`src/pkg/afe_adc_pkg.sv`:
```
// constants for the gas-sensor front-end offset trim and converter control block
// ****************************************************************************
// Behaviour
// - mode bit one selects offset calibration mode
// - converter yields a twelve bit result
// - source and channel fields jointly choose input
// - internal sources share the single converter
// - alignment bit selects left or right result layout
// - unused result bits read as zero
// - disabled converter keeps the stored result
// - result registers are read only
// - exactly one selected signal converted at once
// - status bit reads zero outside calibration mode
// - start high then low launches a conversion
// - busy set on launch, cleared on completion
// ****************************************************************************
package afe_adc_pkg;
   // register byte offsets
   localparam logic [7:0] OFF_RES_LOW   = 8'h00;
   localparam logic [7:0] OFF_RES_HIGH  = 8'h04;
   localparam logic [7:0] OFF_CTRL_START = 8'h08;
   localparam logic [7:0] OFF_CTRL_SRC  = 8'h0c;
   localparam logic [7:0] OFF_CTRL_MODE = 8'h10;
   localparam logic [7:0] OFF_BANDGAP   = 8'h14;
   localparam logic [7:0] OFF_AMP_CTRL  = 8'h18;
   localparam logic [7:0] OFF_OFFSET_CAL = 8'h1c;
   // field positions, start/channel register
   localparam int START_BIT = 7;
   localparam int BUSY_BIT  = 6;
   localparam int EN_BIT    = 5;
   localparam int ALIGN_BIT = 4;
   // source/clock register
   localparam int SRC_MSB = 7;
   localparam int SRC_LSB = 5;
   localparam int REF_MSB = 4;
   localparam int REF_LSB = 3;
   // mode/temp register
   localparam int LOWCUR_BIT = 7;
   localparam int FIXED1_BIT = 1;
   // amplifier control register
   localparam int AMP_EN_BIT  = 6;
   localparam int AMP_STS_BIT = 5;
   // offset calibration register
   localparam int CALMODE_BIT = 7;
   localparam int CALREF_BIT  = 6;
   // reset values
   localparam logic [5:0] TRIM_RESET   = 6'h20;
   localparam logic       FIXED1_RESET = 1'b1;
   // source select codes
   localparam logic [2:0] SRC_BANDGAP  = 3'h1;
   localparam logic [2:0] SRC_TEMP     = 3'h2;
   localparam logic [2:0] SRC_AMP_OUT  = 3'h3;
   localparam logic [2:0] SRC_AMP_POS  = 3'h4;
   localparam logic [2:0] SRC_FORBID   = 3'h7;
   // analog mux selection codes driven to the analog side
   localparam logic [3:0] SEL_BANDGAP  = 4'h8;
   localparam logic [3:0] SEL_TEMP     = 4'h9;
   localparam logic [3:0] SEL_AMP_OUT  = 4'ha;
   localparam logic [3:0] SEL_AMP_POS  = 4'hb;
   localparam logic [3:0] SEL_NONE     = 4'hf;
   localparam int RES_W = 12;
   typedef enum logic [0:0] {
      CONV_IDLE = 1'b0,
      CONV_BUSY = 1'b1
   } conv_state_t;
endpackage

```
`src/design/sync3.sv`:
```
// three-stage input synchroniser that accepts a change once stages two and three agree
`timescale 1ns/1ps
module sync3 #(
   parameter int W = 1
) (
   input  wire logic         clk_i,
   input  wire logic         rst_i,
   input  wire logic [W-1:0] d_i,
   output logic      [W-1:0] q_o
);
   logic [W-1:0] s1_q;
   logic [W-1:0] s2_q;
   logic [W-1:0] s3_q;

   // per bit: stage one feeds only stage two; output moves when two and three agree
   for (genvar b = 0; b < W; b++) begin : g_bit
      always_ff @(posedge clk_i) begin
         if (rst_i) begin
            s1_q[b] <= 1'b0;
            s2_q[b] <= 1'b0;
            s3_q[b] <= 1'b0;
            q_o[b]  <= 1'b0;
         end else begin
            s1_q[b] <= d_i[b];
            s2_q[b] <= s1_q[b];
            s3_q[b] <= s2_q[b];
            if (s2_q[b] == s3_q[b]) begin
               q_o[b] <= s3_q[b];
            end
         end
      end
   end
endmodule

```
`src/design/result_format.sv`:
```
// places the twelve-bit result into the high and low byte views
`timescale 1ns/1ps
module result_format (
   input  wire logic        align_i,
   input  wire logic [11:0] result_i,
   output logic      [7:0]  high_o,
   output logic      [7:0]  low_o
);
   logic [7:0] left_high;
   logic [7:0] left_low;
   logic [7:0] right_high;
   logic [7:0] right_low;

   // left layout pads the low nibble, right layout pads the high nibble with zero
   assign left_high  = result_i[11:4];
   assign left_low   = {result_i[3:0], 4'h0};
   assign right_high = {4'h0, result_i[11:8]};
   assign right_low  = result_i[7:0];
   assign high_o     = align_i ? right_high : left_high;
   assign low_o      = align_i ? right_low : left_low;
endmodule

```
`src/design/afe_adc_ctrl.sv`:
```
// register file, offset trim control and conversion sequencer for the sensor front end
`timescale 1ns/1ps
module afe_adc_ctrl (
   input  wire logic                           CORE_CLK_I,
   input  wire logic                           RST_I,
   // apb slave
   input  wire logic                           PSEL_I,
   input  wire logic                           PENABLE_I,
   input  wire logic                           PWRITE_I,
   input  wire logic [7:0]                     PADDR_I,
   input  wire logic [31:0]                    PWDATA_I,
   output logic      [31:0]                    PRDATA_O,
   output logic                                PREADY_O,
   output logic                                PSLVERR_O,
   // amplifier side
   input  wire logic                           AMP_STATUS_I,
   output logic                                AMP_ENABLE_O,
   output logic      [1:0]                     AMP_BW_O,
   output logic                                OFFSET_CAL_MODE_O,
   output logic                                OFFSET_REF_SEL_O,
   output logic      [5:0]                     OFFSET_TRIM_O,
   // converter side
   input  wire logic                           CONV_DONE_I,
   input  wire logic [afe_adc_pkg::RES_W-1:0]  CONV_DATA_I,
   output logic                                CONV_ENABLE_O,
   output logic                                CONV_START_O,
   output logic      [3:0]                     ANALOG_SEL_O,
   output logic      [1:0]                     REF_SEL_O,
   output logic      [2:0]                     CONV_CLK_SEL_O,
   output logic                                LOW_CURRENT_O,
   output logic                                TEMP_SENSOR_EN_O,
   output logic                                BANDGAP_EN_O
);
   import afe_adc_pkg::*;

   // ************************************************************************
   // register storage
   // ************************************************************************
   logic              start_q;
   logic              conv_en_q;
   logic              align_q;
   logic [3:0]        chan_q;
   logic [2:0]        src_q;
   logic [1:0]        ref_q;
   logic [2:0]        clk_sel_q;
   logic              lowcur_q;
   logic              fixed1_q;
   logic              temp_sensor_enable_q;
   logic              bg_en_q;
   logic              amp_en_q;
   logic [1:0]        amp_bw_q;
   logic              cal_mode_q;
   logic              cal_ref_q;
   logic [5:0]        trim_q;
   logic [RES_W-1:0]  result_q;
   logic [31:0]       prdata_q;
   logic              start_pulse_q;
   logic              done_prev_q;
   conv_state_t       state_q;
   conv_state_t       state_d;

   logic              amp_sts_s;
   logic              done_s;
   logic [RES_W-1:0]  data_s;
   logic [7:0]        fmt_high;
   logic [7:0]        fmt_low;

   // ************************************************************************
   // apb decode
   // ************************************************************************
   logic        setup_ph;
   logic        access_ph;
   logic        wr_en;
   logic        hit_low;
   logic        hit_high;
   logic        hit_start;
   logic        hit_src;
   logic        hit_mode;
   logic        hit_bg;
   logic        hit_amp;
   logic        hit_cal;
   logic        mapped;
   logic [7:0]  wb;
   logic [7:0]  rd_byte;
   logic        amp_sts_rd;
   logic        launch;
   logic        done_rise;
   logic        busy;

   // zero-wait slave: read data is fetched in setup so it comes from a flop
   assign setup_ph  = PSEL_I && !PENABLE_I;
   assign access_ph = PSEL_I && PENABLE_I;
   assign wr_en     = access_ph && PWRITE_I;
   assign wb        = PWDATA_I[7:0];
   assign hit_low   = (PADDR_I == OFF_RES_LOW);
   assign hit_high  = (PADDR_I == OFF_RES_HIGH);
   assign hit_start = (PADDR_I == OFF_CTRL_START);
   assign hit_src   = (PADDR_I == OFF_CTRL_SRC);
   assign hit_mode  = (PADDR_I == OFF_CTRL_MODE);
   assign hit_bg    = (PADDR_I == OFF_BANDGAP);
   assign hit_amp   = (PADDR_I == OFF_AMP_CTRL);
   assign hit_cal   = (PADDR_I == OFF_OFFSET_CAL);
   assign mapped    = hit_low || hit_high || hit_start || hit_src || hit_mode
                      || hit_bg || hit_amp || hit_cal;
   assign PREADY_O  = 1'b1;
   assign PSLVERR_O = access_ph && !mapped;

   // status only reflects the amplifier while calibrating
   assign amp_sts_rd = cal_mode_q && amp_sts_s;
   assign busy       = (state_q == CONV_BUSY);

   // read mux; unused upper bits read zero
   assign rd_byte = hit_low   ? fmt_low :
                    hit_high  ? fmt_high :
                    hit_start ? {start_q, busy, conv_en_q, align_q, chan_q} :
                    hit_src   ? {src_q, ref_q, clk_sel_q} :
                    hit_mode  ? {lowcur_q, 5'h00, fixed1_q, temp_sensor_enable_q} :
                    hit_bg    ? {7'h00, bg_en_q} :
                    hit_amp   ? {1'b0, amp_en_q, amp_sts_rd, 3'h0, amp_bw_q} :
                    hit_cal   ? {cal_mode_q, cal_ref_q, trim_q} :
                    8'h00;

   always_ff @(posedge CORE_CLK_I) begin
      if (RST_I) begin
         prdata_q <= 32'h0000_0000;
      end else if (setup_ph) begin
         prdata_q <= {24'h00_0000, rd_byte};
      end
   end
   assign PRDATA_O = prdata_q;

   // ************************************************************************
   // input synchronisers
   // ************************************************************************
   sync3 #(.W(1)) u_sync_sts (
      .clk_i (CORE_CLK_I),
      .rst_i (RST_I),
      .d_i   (AMP_STATUS_I),
      .q_o   (amp_sts_s)
   );

   sync3 #(.W(1)) u_sync_done (
      .clk_i (CORE_CLK_I),
      .rst_i (RST_I),
      .d_i   (CONV_DONE_I),
      .q_o   (done_s)
   );

   // data settles before done rises, so both arrive filtered together
   sync3 #(.W(RES_W)) u_sync_data (
      .clk_i (CORE_CLK_I),
      .rst_i (RST_I),
      .d_i   (CONV_DATA_I),
      .q_o   (data_s)
   );

   // ************************************************************************
   // control registers
   // ************************************************************************
   // result registers have no write path at all
   always_ff @(posedge CORE_CLK_I) begin
      if (RST_I) begin
         start_q   <= 1'b0;
         conv_en_q <= 1'b0;
         align_q   <= 1'b0;
         chan_q    <= 4'h0;
      end else if (wr_en && hit_start) begin
         start_q   <= wb[START_BIT];
         conv_en_q <= wb[EN_BIT];
         align_q   <= wb[ALIGN_BIT];
         chan_q    <= wb[3:0];
      end
   end

   // the forbidden source code is refused and the old source kept
   always_ff @(posedge CORE_CLK_I) begin
      if (RST_I) begin
         src_q     <= 3'h0;
         ref_q     <= 2'h0;
         clk_sel_q <= 3'h0;
      end else if (wr_en && hit_src) begin
         if (wb[SRC_MSB:SRC_LSB] != SRC_FORBID) begin
            src_q <= wb[SRC_MSB:SRC_LSB];
         end
         ref_q     <= wb[REF_MSB:REF_LSB];
         clk_sel_q <= wb[2:0];
      end
   end

   always_ff @(posedge CORE_CLK_I) begin
      if (RST_I) begin
         lowcur_q <= 1'b0;
         fixed1_q <= FIXED1_RESET;
         temp_sensor_enable_q   <= 1'b0;
         bg_en_q  <= 1'b0;
      end else begin
         if (wr_en && hit_mode) begin
            lowcur_q <= wb[LOWCUR_BIT];
            fixed1_q <= wb[FIXED1_BIT];
            temp_sensor_enable_q   <= wb[0];
         end
         if (wr_en && hit_bg) begin
            bg_en_q <= wb[0];
         end
      end
   end

   // software runs the trim search; the block just holds mode and trim code
   always_ff @(posedge CORE_CLK_I) begin
      if (RST_I) begin
         amp_en_q   <= 1'b0;
         amp_bw_q   <= 2'h0;
         cal_mode_q <= 1'b0;
         cal_ref_q  <= 1'b0;
         trim_q     <= TRIM_RESET;
      end else begin
         if (wr_en && hit_amp) begin
            amp_en_q <= wb[AMP_EN_BIT];
            amp_bw_q <= wb[1:0];
         end
         if (wr_en && hit_cal) begin
            cal_mode_q <= wb[CALMODE_BIT];
            cal_ref_q  <= wb[CALREF_BIT];
            trim_q     <= wb[5:0];
         end
      end
   end

   // ************************************************************************
   // conversion sequencer
   // ************************************************************************
   // launch on the write that returns start low; needs the converter enabled
   assign launch    = wr_en && hit_start && start_q && !wb[START_BIT]
                      && wb[EN_BIT] && (state_q == CONV_IDLE);
   assign done_rise = done_s && !done_prev_q;

   always_comb begin
      state_d = state_q;
      unique case (state_q)
         CONV_IDLE: begin
            if (launch) begin
               state_d = CONV_BUSY;
            end
         end
         CONV_BUSY: begin
            if (done_rise || !conv_en_q) begin
               state_d = CONV_IDLE;
            end
         end
      endcase
   end

   // result only moves at completion while enabled
   always_ff @(posedge CORE_CLK_I) begin
      if (RST_I) begin
         state_q       <= CONV_IDLE;
         start_pulse_q <= 1'b0;
         done_prev_q   <= 1'b0;
         result_q      <= '0;
      end else begin
         state_q       <= state_d;
         start_pulse_q <= launch;
         done_prev_q   <= done_s;
         if (busy && done_rise && conv_en_q) begin
            result_q <= data_s;
         end
      end
   end

   // ************************************************************************
   // analog selection and outputs
   // ************************************************************************
   // one code goes to the single converter mux; undefined channels select nothing
   assign ANALOG_SEL_O = (src_q == SRC_BANDGAP) ? SEL_BANDGAP :
                         (src_q == SRC_TEMP)    ? SEL_TEMP :
                         (src_q == SRC_AMP_OUT) ? SEL_AMP_OUT :
                         (src_q == SRC_AMP_POS) ? SEL_AMP_POS :
                         chan_q[3]              ? SEL_NONE :
                         chan_q;

   result_format u_fmt (
      .align_i  (align_q),
      .result_i (result_q),
      .high_o   (fmt_high),
      .low_o    (fmt_low)
   );

   assign AMP_ENABLE_O      = amp_en_q;
   assign AMP_BW_O          = amp_bw_q;
   assign OFFSET_CAL_MODE_O = cal_mode_q;
   assign OFFSET_REF_SEL_O  = cal_ref_q;
   assign OFFSET_TRIM_O     = trim_q;
   assign CONV_ENABLE_O     = conv_en_q;
   assign CONV_START_O      = start_pulse_q;
   assign REF_SEL_O         = ref_q;
   assign CONV_CLK_SEL_O    = clk_sel_q;
   assign LOW_CURRENT_O     = lowcur_q;
   assign TEMP_SENSOR_EN_O  = temp_sensor_enable_q;
   assign BANDGAP_EN_O      = bg_en_q;
endmodule

```
`config.mk`:
```
export PLATFORM = sky130hd
export DESIGN_NAME = afe_adc_ctrl
export DESIGN_NICKNAME = d
export VERILOG_FILES = /design/src/pkg/afe_adc_pkg.sv /design/src/design/sync3.sv /design/src/design/result_format.sv /design/src/design/afe_adc_ctrl.sv
export SDC_FILE = /design/constraint.sdc
export NUM_CORES = 1
export LEC_CHECK = 0
export CAP_MARGIN = 20
export CORE_MARGIN = 2
export CORE_UTILIZATION = 35
export DETAILED_ROUTE_END_ITERATION = 8
export DONT_BUFFER_PORTS = 1
export GPL_ROUTABILITY_DRIVEN = 0
export SLEW_MARGIN = 10
export SYNTH_ARGS = -nofsm -noshare
export SYNTH_HDL_FRONTEND = slang
export SYNTH_HIERARCHICAL = 1
export SYNTH_SLANG_ARGS = --single-unit
```
`constraint.sdc`:
```
create_clock -name CORE_CLK_I -period 1.8 [get_ports CORE_CLK_I]
set_input_delay 0.09 -clock CORE_CLK_I [delete_from_list [all_inputs] [get_ports CORE_CLK_I]]
set_output_delay 0.09 -clock CORE_CLK_I [all_outputs]
set_load 0.005 [all_outputs]
```
# Word-level counts from Yosys, hierarchy flattened
# Index checks and enable logic that the tools add are counted.
classes:
  n_addsub: 0
  n_mul: 0
  div: 0
  magnitude_cmp: 0
  n_eq_ne: 26
  shifts: 0
  mux: 18
  bitwise: 1
  reduce_logical: 33
op_table:
  columns: ["operator", "n"]
  rows:
  - ["two-way mux 8 bit", 10]
  - ["== test 8 x 5 -> 1 bit (second input constant)", 4]
  - ["two-way mux 4 bit", 5]
  - ["logical AND 1 bit", 18]
  - ["== test 8 x 4 -> 1 bit (second input constant)", 2]
  - ["== test 1 bit", 14]
  - ["== test 8 x 3 -> 1 bit (second input constant)", 1]
  - ["zero test 8 bit", 1]
  - ["logical OR 1 bit", 8]
  - ["== test 3 x 2 -> 1 bit (second input constant)", 2]
  - ["zero test 1 bit", 5]
  - ["== test 3 x 1 -> 1 bit (second input constant)", 1]
  - ["== test 3 bit (second input constant)", 1]
  - ["inequality test 3 bit (second input constant)", 1]
  - ["two-way mux 1 bit", 2]
  - ["one-hot mux 1 bit (2 select lines)", 1]
  - ["AND reduction 2 bit", 1]
  - ["NOT 1 bit", 1]
word_totals:
  regBits: 109
  latch_bits: 0
  ram_bits: 0
  romBits: 0
  output_inout_bits: 59
  elab_cells: 155
  memories: 0

# Logic depth before layout (Yosys ltp)
depth:
  ltp_word: 10
  depth_mapped: 7
  depth_no_buf: 5

# Modules after synthesis
# Netlist, hierarchy kept.
modules_own_cells:
  columns: ["module", "instances", "cells_per_inst", "area_per_inst_um2", "seq_area_each_um2"]
  rows:
  - ["afe_adc_ctrl", 1, 338, 2822.7, 1061.0]
  - ["sync3 (u_sync_data)", 1, 125, 1420.1, 960.9]
  - ["sync3 (u_sync_done ...)", 2, 10, 112.6, 80.1]
  - ["result_format", 1, 18, 173.9, 0.0]

# Worst setup path after synthesis
# OpenSTA, ideal clock, no wires.
synth_path:
  path_type: "input-to-reg"
  start: "input PADDR_I[7]"
  end: "register src_q[0]"
  setup_ps: 119
  arrival_ps: 1549
  required_ps: 1681
  setup_slack_ps: 132
  path_stages: 5
  n_path_buf: 2
  path_cell_list: "or3_1 > buf_2 > or4_4 > buf_6 > o221a_2"
synth_via:
  elab_chain_len: 3
synth_rtl:
  columns: ["item", "line", "source"]
  rows:
  - ["start: declaration", "afe_adc_ctrl.sv:10", "input wire logic [7:0] PADDR_I,"]
  - ["== test 8 x 4 -> 1 bit", "afe_adc_ctrl.sv:98", "assign hit_src = (PADDR_I == OFF_CTRL_SRC);"]
  - ["logical AND 1 bit", "afe_adc_ctrl.sv:181", "end else if (wr_en && hit_src) begin"]
  - ["AND reduction 2 bit (no source line)", null, null]
  - ["end signal: assignment", "afe_adc_ctrl.sv:183", "src_q <= wb[SRC_MSB:SRC_LSB];"]
  - ["end: declaration", "afe_adc_ctrl.sv:43", "logic [2:0] src_q;"]
# No other way between the ends.
# A chain may end at the register's enable or synchronous reset.

# Worst setup path in the final report
layout_path:
  start: "register align_q"
  end: "register prdata_q[6] (netlist: PRDATA_O[6])"
layout_via:
  elab_cells_between_ends: 4
  classes_between: "mux: 4"
layout_lines:
  columns: ["item", "line", "source"]
  rows:
  - ["start: declaration", "afe_adc_ctrl.sv:41", "logic align_q;"]
  - ["start signal: assignment", "afe_adc_ctrl.sv:170", "align_q <= wb[ALIGN_BIT];"]
  - ["two-way mux 8 bit", "result_format.sv:20", "assign low_o = align_i ? right_low : left_low;"]
  - ["net fmt_low[6]", "afe_adc_ctrl.sv:66", "logic [7:0] fmt_low;"]
  - ["two-way mux 8 bit", "afe_adc_ctrl.sv:113", "assign rd_byte = hit_low ? fmt_low :"]
  - ["end signal: assignment", "afe_adc_ctrl.sv:127", "prdata_q <= {24'h00_0000, rd_byte};"]
  - ["end: declaration", "afe_adc_ctrl.sv:56", "logic [31:0] prdata_q;"]
# The timed path passes the listed nets, and every way through them passes these cells.

==> results.ini <==
[critical_path]
crit_buf_inv = 1
required_ns = 2.03
worstPathArrival_ns = 1.75
crit_path_start_kind = flop
worstPathCellList = buf_4 > mux2_4 > o41ai_1 > a211oi_1
crit_fanout = 12
critPathKind = flop to flop
cp_slowest_stage_delay_ns = 0.45
critical_path.slowest_cell = dfxtp_2
crit_family = flip-flops
cp-end-kind = flop

[global_route]
gr-total-overflow = 0
grt_max_degree = 84
grt_use_total = 0.155
grt_pass1_wl_um = 17300
antenna_found_initial = 0
grt_pass1_vias = 3424

[floorplan]
die_area_um2 = 14200
fp.dieH_um = 119
core_region_area_um2 = 13100
io-pin-count = 118
die_w_um = 119
num_rows = 42
start_util = 0.355

[min_path]
hold_class = input port to flop

[run]
cap_violations = 0

[timing]
setup_viol = 0
hold_viol_final = 0
skew_ns = 0.00975
worst_slew_pin_slew_ns = 0.508
min_period_ns = 1.52
rsz0062_at_grt = false
post-route-period-util = 0.843
fmax_mhz = 659
maxSlewViolCount = 0
maxSlewHeadroom = 0.661
finalSetupTns_ns = 0

[power_and_ir_drop]
swShare = 0.237
peakVddDrop_uv = 622
p_leak_nw = 1.96
power_frac_seq = 0.525
p_comb_frac = 0.052
intPower_w = 0.00359
p_sw_w = 0.00112
powerDensity_nw_per_um2 = 872
pwr-share-clk = 0.422

[synth]
synth_ff_type = dfxtp_1
yosysSeqAreaShare = 0.470
synth_cells = 501
netlist_area_um2 = 4640
syn_area_per_cell_um2 = 9.27
ys_types = 57
synth_edf_count = 0
ys_warn_count = 6
ys_ff_latch = 109
synthArstFlopShare = 0

[cells_and_area]
fin_nets = 593
layout-drive-gt1-share = 0.122
nFillCells = 1291
antennaDiodeCount = 0
syn_to_final_growth_pct = 16.2
fin_util = 0.412

[clocking]
root_buffer = clkbuf_16
cts_max_level = 3
clk_pin_slew_ns = 0.07
cts.sinks = 109
cts_buffers = 9
cts_tree = yes
clockBufferDepth = 2
insertion_delay_ns = 0.36

[route]
avgViaCountPerCell = 4.88
drt_wl_total_um = 10400
routedWlPerCell_um = 14.5
drtAntennaViolNets = 0
drt-pass1-iter-count = 4
vias = 3489
route.detailed.drc = 0
drt_iter0_markers = 200

[place]
hpwl_um = 6960
port_buffers = 0

[status]
outcome = finished clean

metrics by stage:
step	power (W)	instance area [um^2]	hold WS [ns]	worst slack (ns)	std cells
5_1_grt	0.00488	5400	0.0270	0.165	715
4_1_cts	0.00475	5390	0.0123	0.109	715
3_3_place_gp	0.00267	4720	0.168	0.154	663
2_1_floorplan	0.00273	4730	0.159	0.132	524
6_report	0.00471	5400	0.0364	0.283	715
3_5_place_dp	0.00268	4720	0.168	0.0969	663
final cells by class:
cell class                 count  area (um^2)  share of cell area
inverter                       5         18.8             0.00348
sequential                   109         2180               0.405
timing repair buffer          52          498              0.0923
tap                          176          220              0.0408
clock buffer                  10          239              0.0443
multi-input combinational    357         2170               0.403
clock inverter                 6         61.3              0.0114
per-layer routing:
metal	vias up	GRT usage	wire, um
met1	1617	0.197	4670
met4	0	0.0707	270
met5	-	0	0
li1	1744	-	-
met3	21	0.0436	688
met2	107	0.244	4730
state kept, by name, summed over array words and instances, names as in the netlist, 3 cells and up:
| register | count |
|---|---|
| OFFSET_TRIM_O | 6 |
| src_q | 3 |
| CONV_CLK_SEL_O | 3 |
| PRDATA_O | 8 |
| u_sync_data/s3_q | 12 |
| u_sync_data/s2_q | 12 |
| result_q | 12 |
| u_sync_data/s1_q | 12 |
| chan_q | 4 |
| u_sync_data/q_o | 12 |
synth_stat cells (all sizes together) (3+ instances only):
library cell  instances  area [um^2]
a21oi                39          195
a31oi                 3         18.8
and2                  6         37.5
and3                  3         18.8
buf                  36          289
clkbuf               17         63.8
dfxtp               109         2180
inv                   5         18.8
mux2                  9          109
mux2i                25          250
nand2                61          229
nand2b               10         62.6
nand3                 6         30.0
nor2                 28          105
nor2b                53          357
nor3                  8         40.0
nor4                 12          124
o211ai                5         37.5
o21ai                18         90.1
o221a                 3         33.8
o22ai                 4         25.0
or2                   3         18.8
or3                   4         25.0
what timing repair did:
action	in CTS	in global routing
hold buffers	36	0
endpoints found under the setup margin	0	1
hold endpoints to repair	107	0
gates resized for setup	0	1
buffers inserted	0	0
cell usage in the layout, fill, tap and decap left out, types with 7 or more instances in the layout:
cell type / synthesis / routed
conb_1: 2 / 25
clkbuf_16: 0 / 9
nor3_1: 8 / 8
mux2i_1: 25 / 25
buf_4: 25 / 16
nand2_1: 61 / 61
nor2b_1: 43 / 43
nor2b_2: 10 / 10
o21ai_0: 16 / 16
mux2_2: 7 / 7
dlygate4sd3_1: 0 / 35
a21oi_1: 39 / 39
nand2b_1: 10 / 10
nor4_1: 7 / 7
dfxtp_1: 109 / 108
nor2_1: 28 / 28
kinds of logic after synthesis:
family / Yosys count / share of synthesized area
AND/OR/NAND/NOR: 203 / 0.242
flip-flops: 109 / 0.470
AO/OA/AOI/OAI: 94 / 0.127
buffers and inverters: 58 / 0.0801
multiplexers: 34 / 0.0774
other: 2 / 0.00162
XOR/XNOR: 1 / 0.00189
worst register-to-register path, delay by kind of cell, from the launching register on:
| family | cells | cell delay, ns |
|---|---|---|
| buf+inv | 1 | 0.19 |
| mux | 1 | 0.30 |
| compound gates | 2 | 0.45 |
| flops | 1 | 0.45 |
power groups by stage:
stage	Clock (W)	Sequential, W	Combinational (W)
2_1_floorplan	0	0.00252	0.000206
3_3_place_gp	0	0.00253	0.000142
3_5_place_dp	0	0.00253	0.000145
4_1_cts	0.00204	0.00247	0.000245
5_1_grt	0.00213	0.00248	0.000271
6_report	0.00199	0.00247	0.000245
worst paths after layout:
check                           start                  end  slack (ns)  cells after the start
setup reg to reg              align_q          PRDATA_O[6]        0.28                      4
hold reg to reg   u_sync_data/s1_q[2]  u_sync_data/s2_q[2]        0.44                      1
hold / removal             PADDR_I[2]          PRDATA_O[5]        0.04                      3
setup / recovery              align_q          PRDATA_O[6]        0.28                      4
No activity file was read; power rests on OpenSTA's default activity.
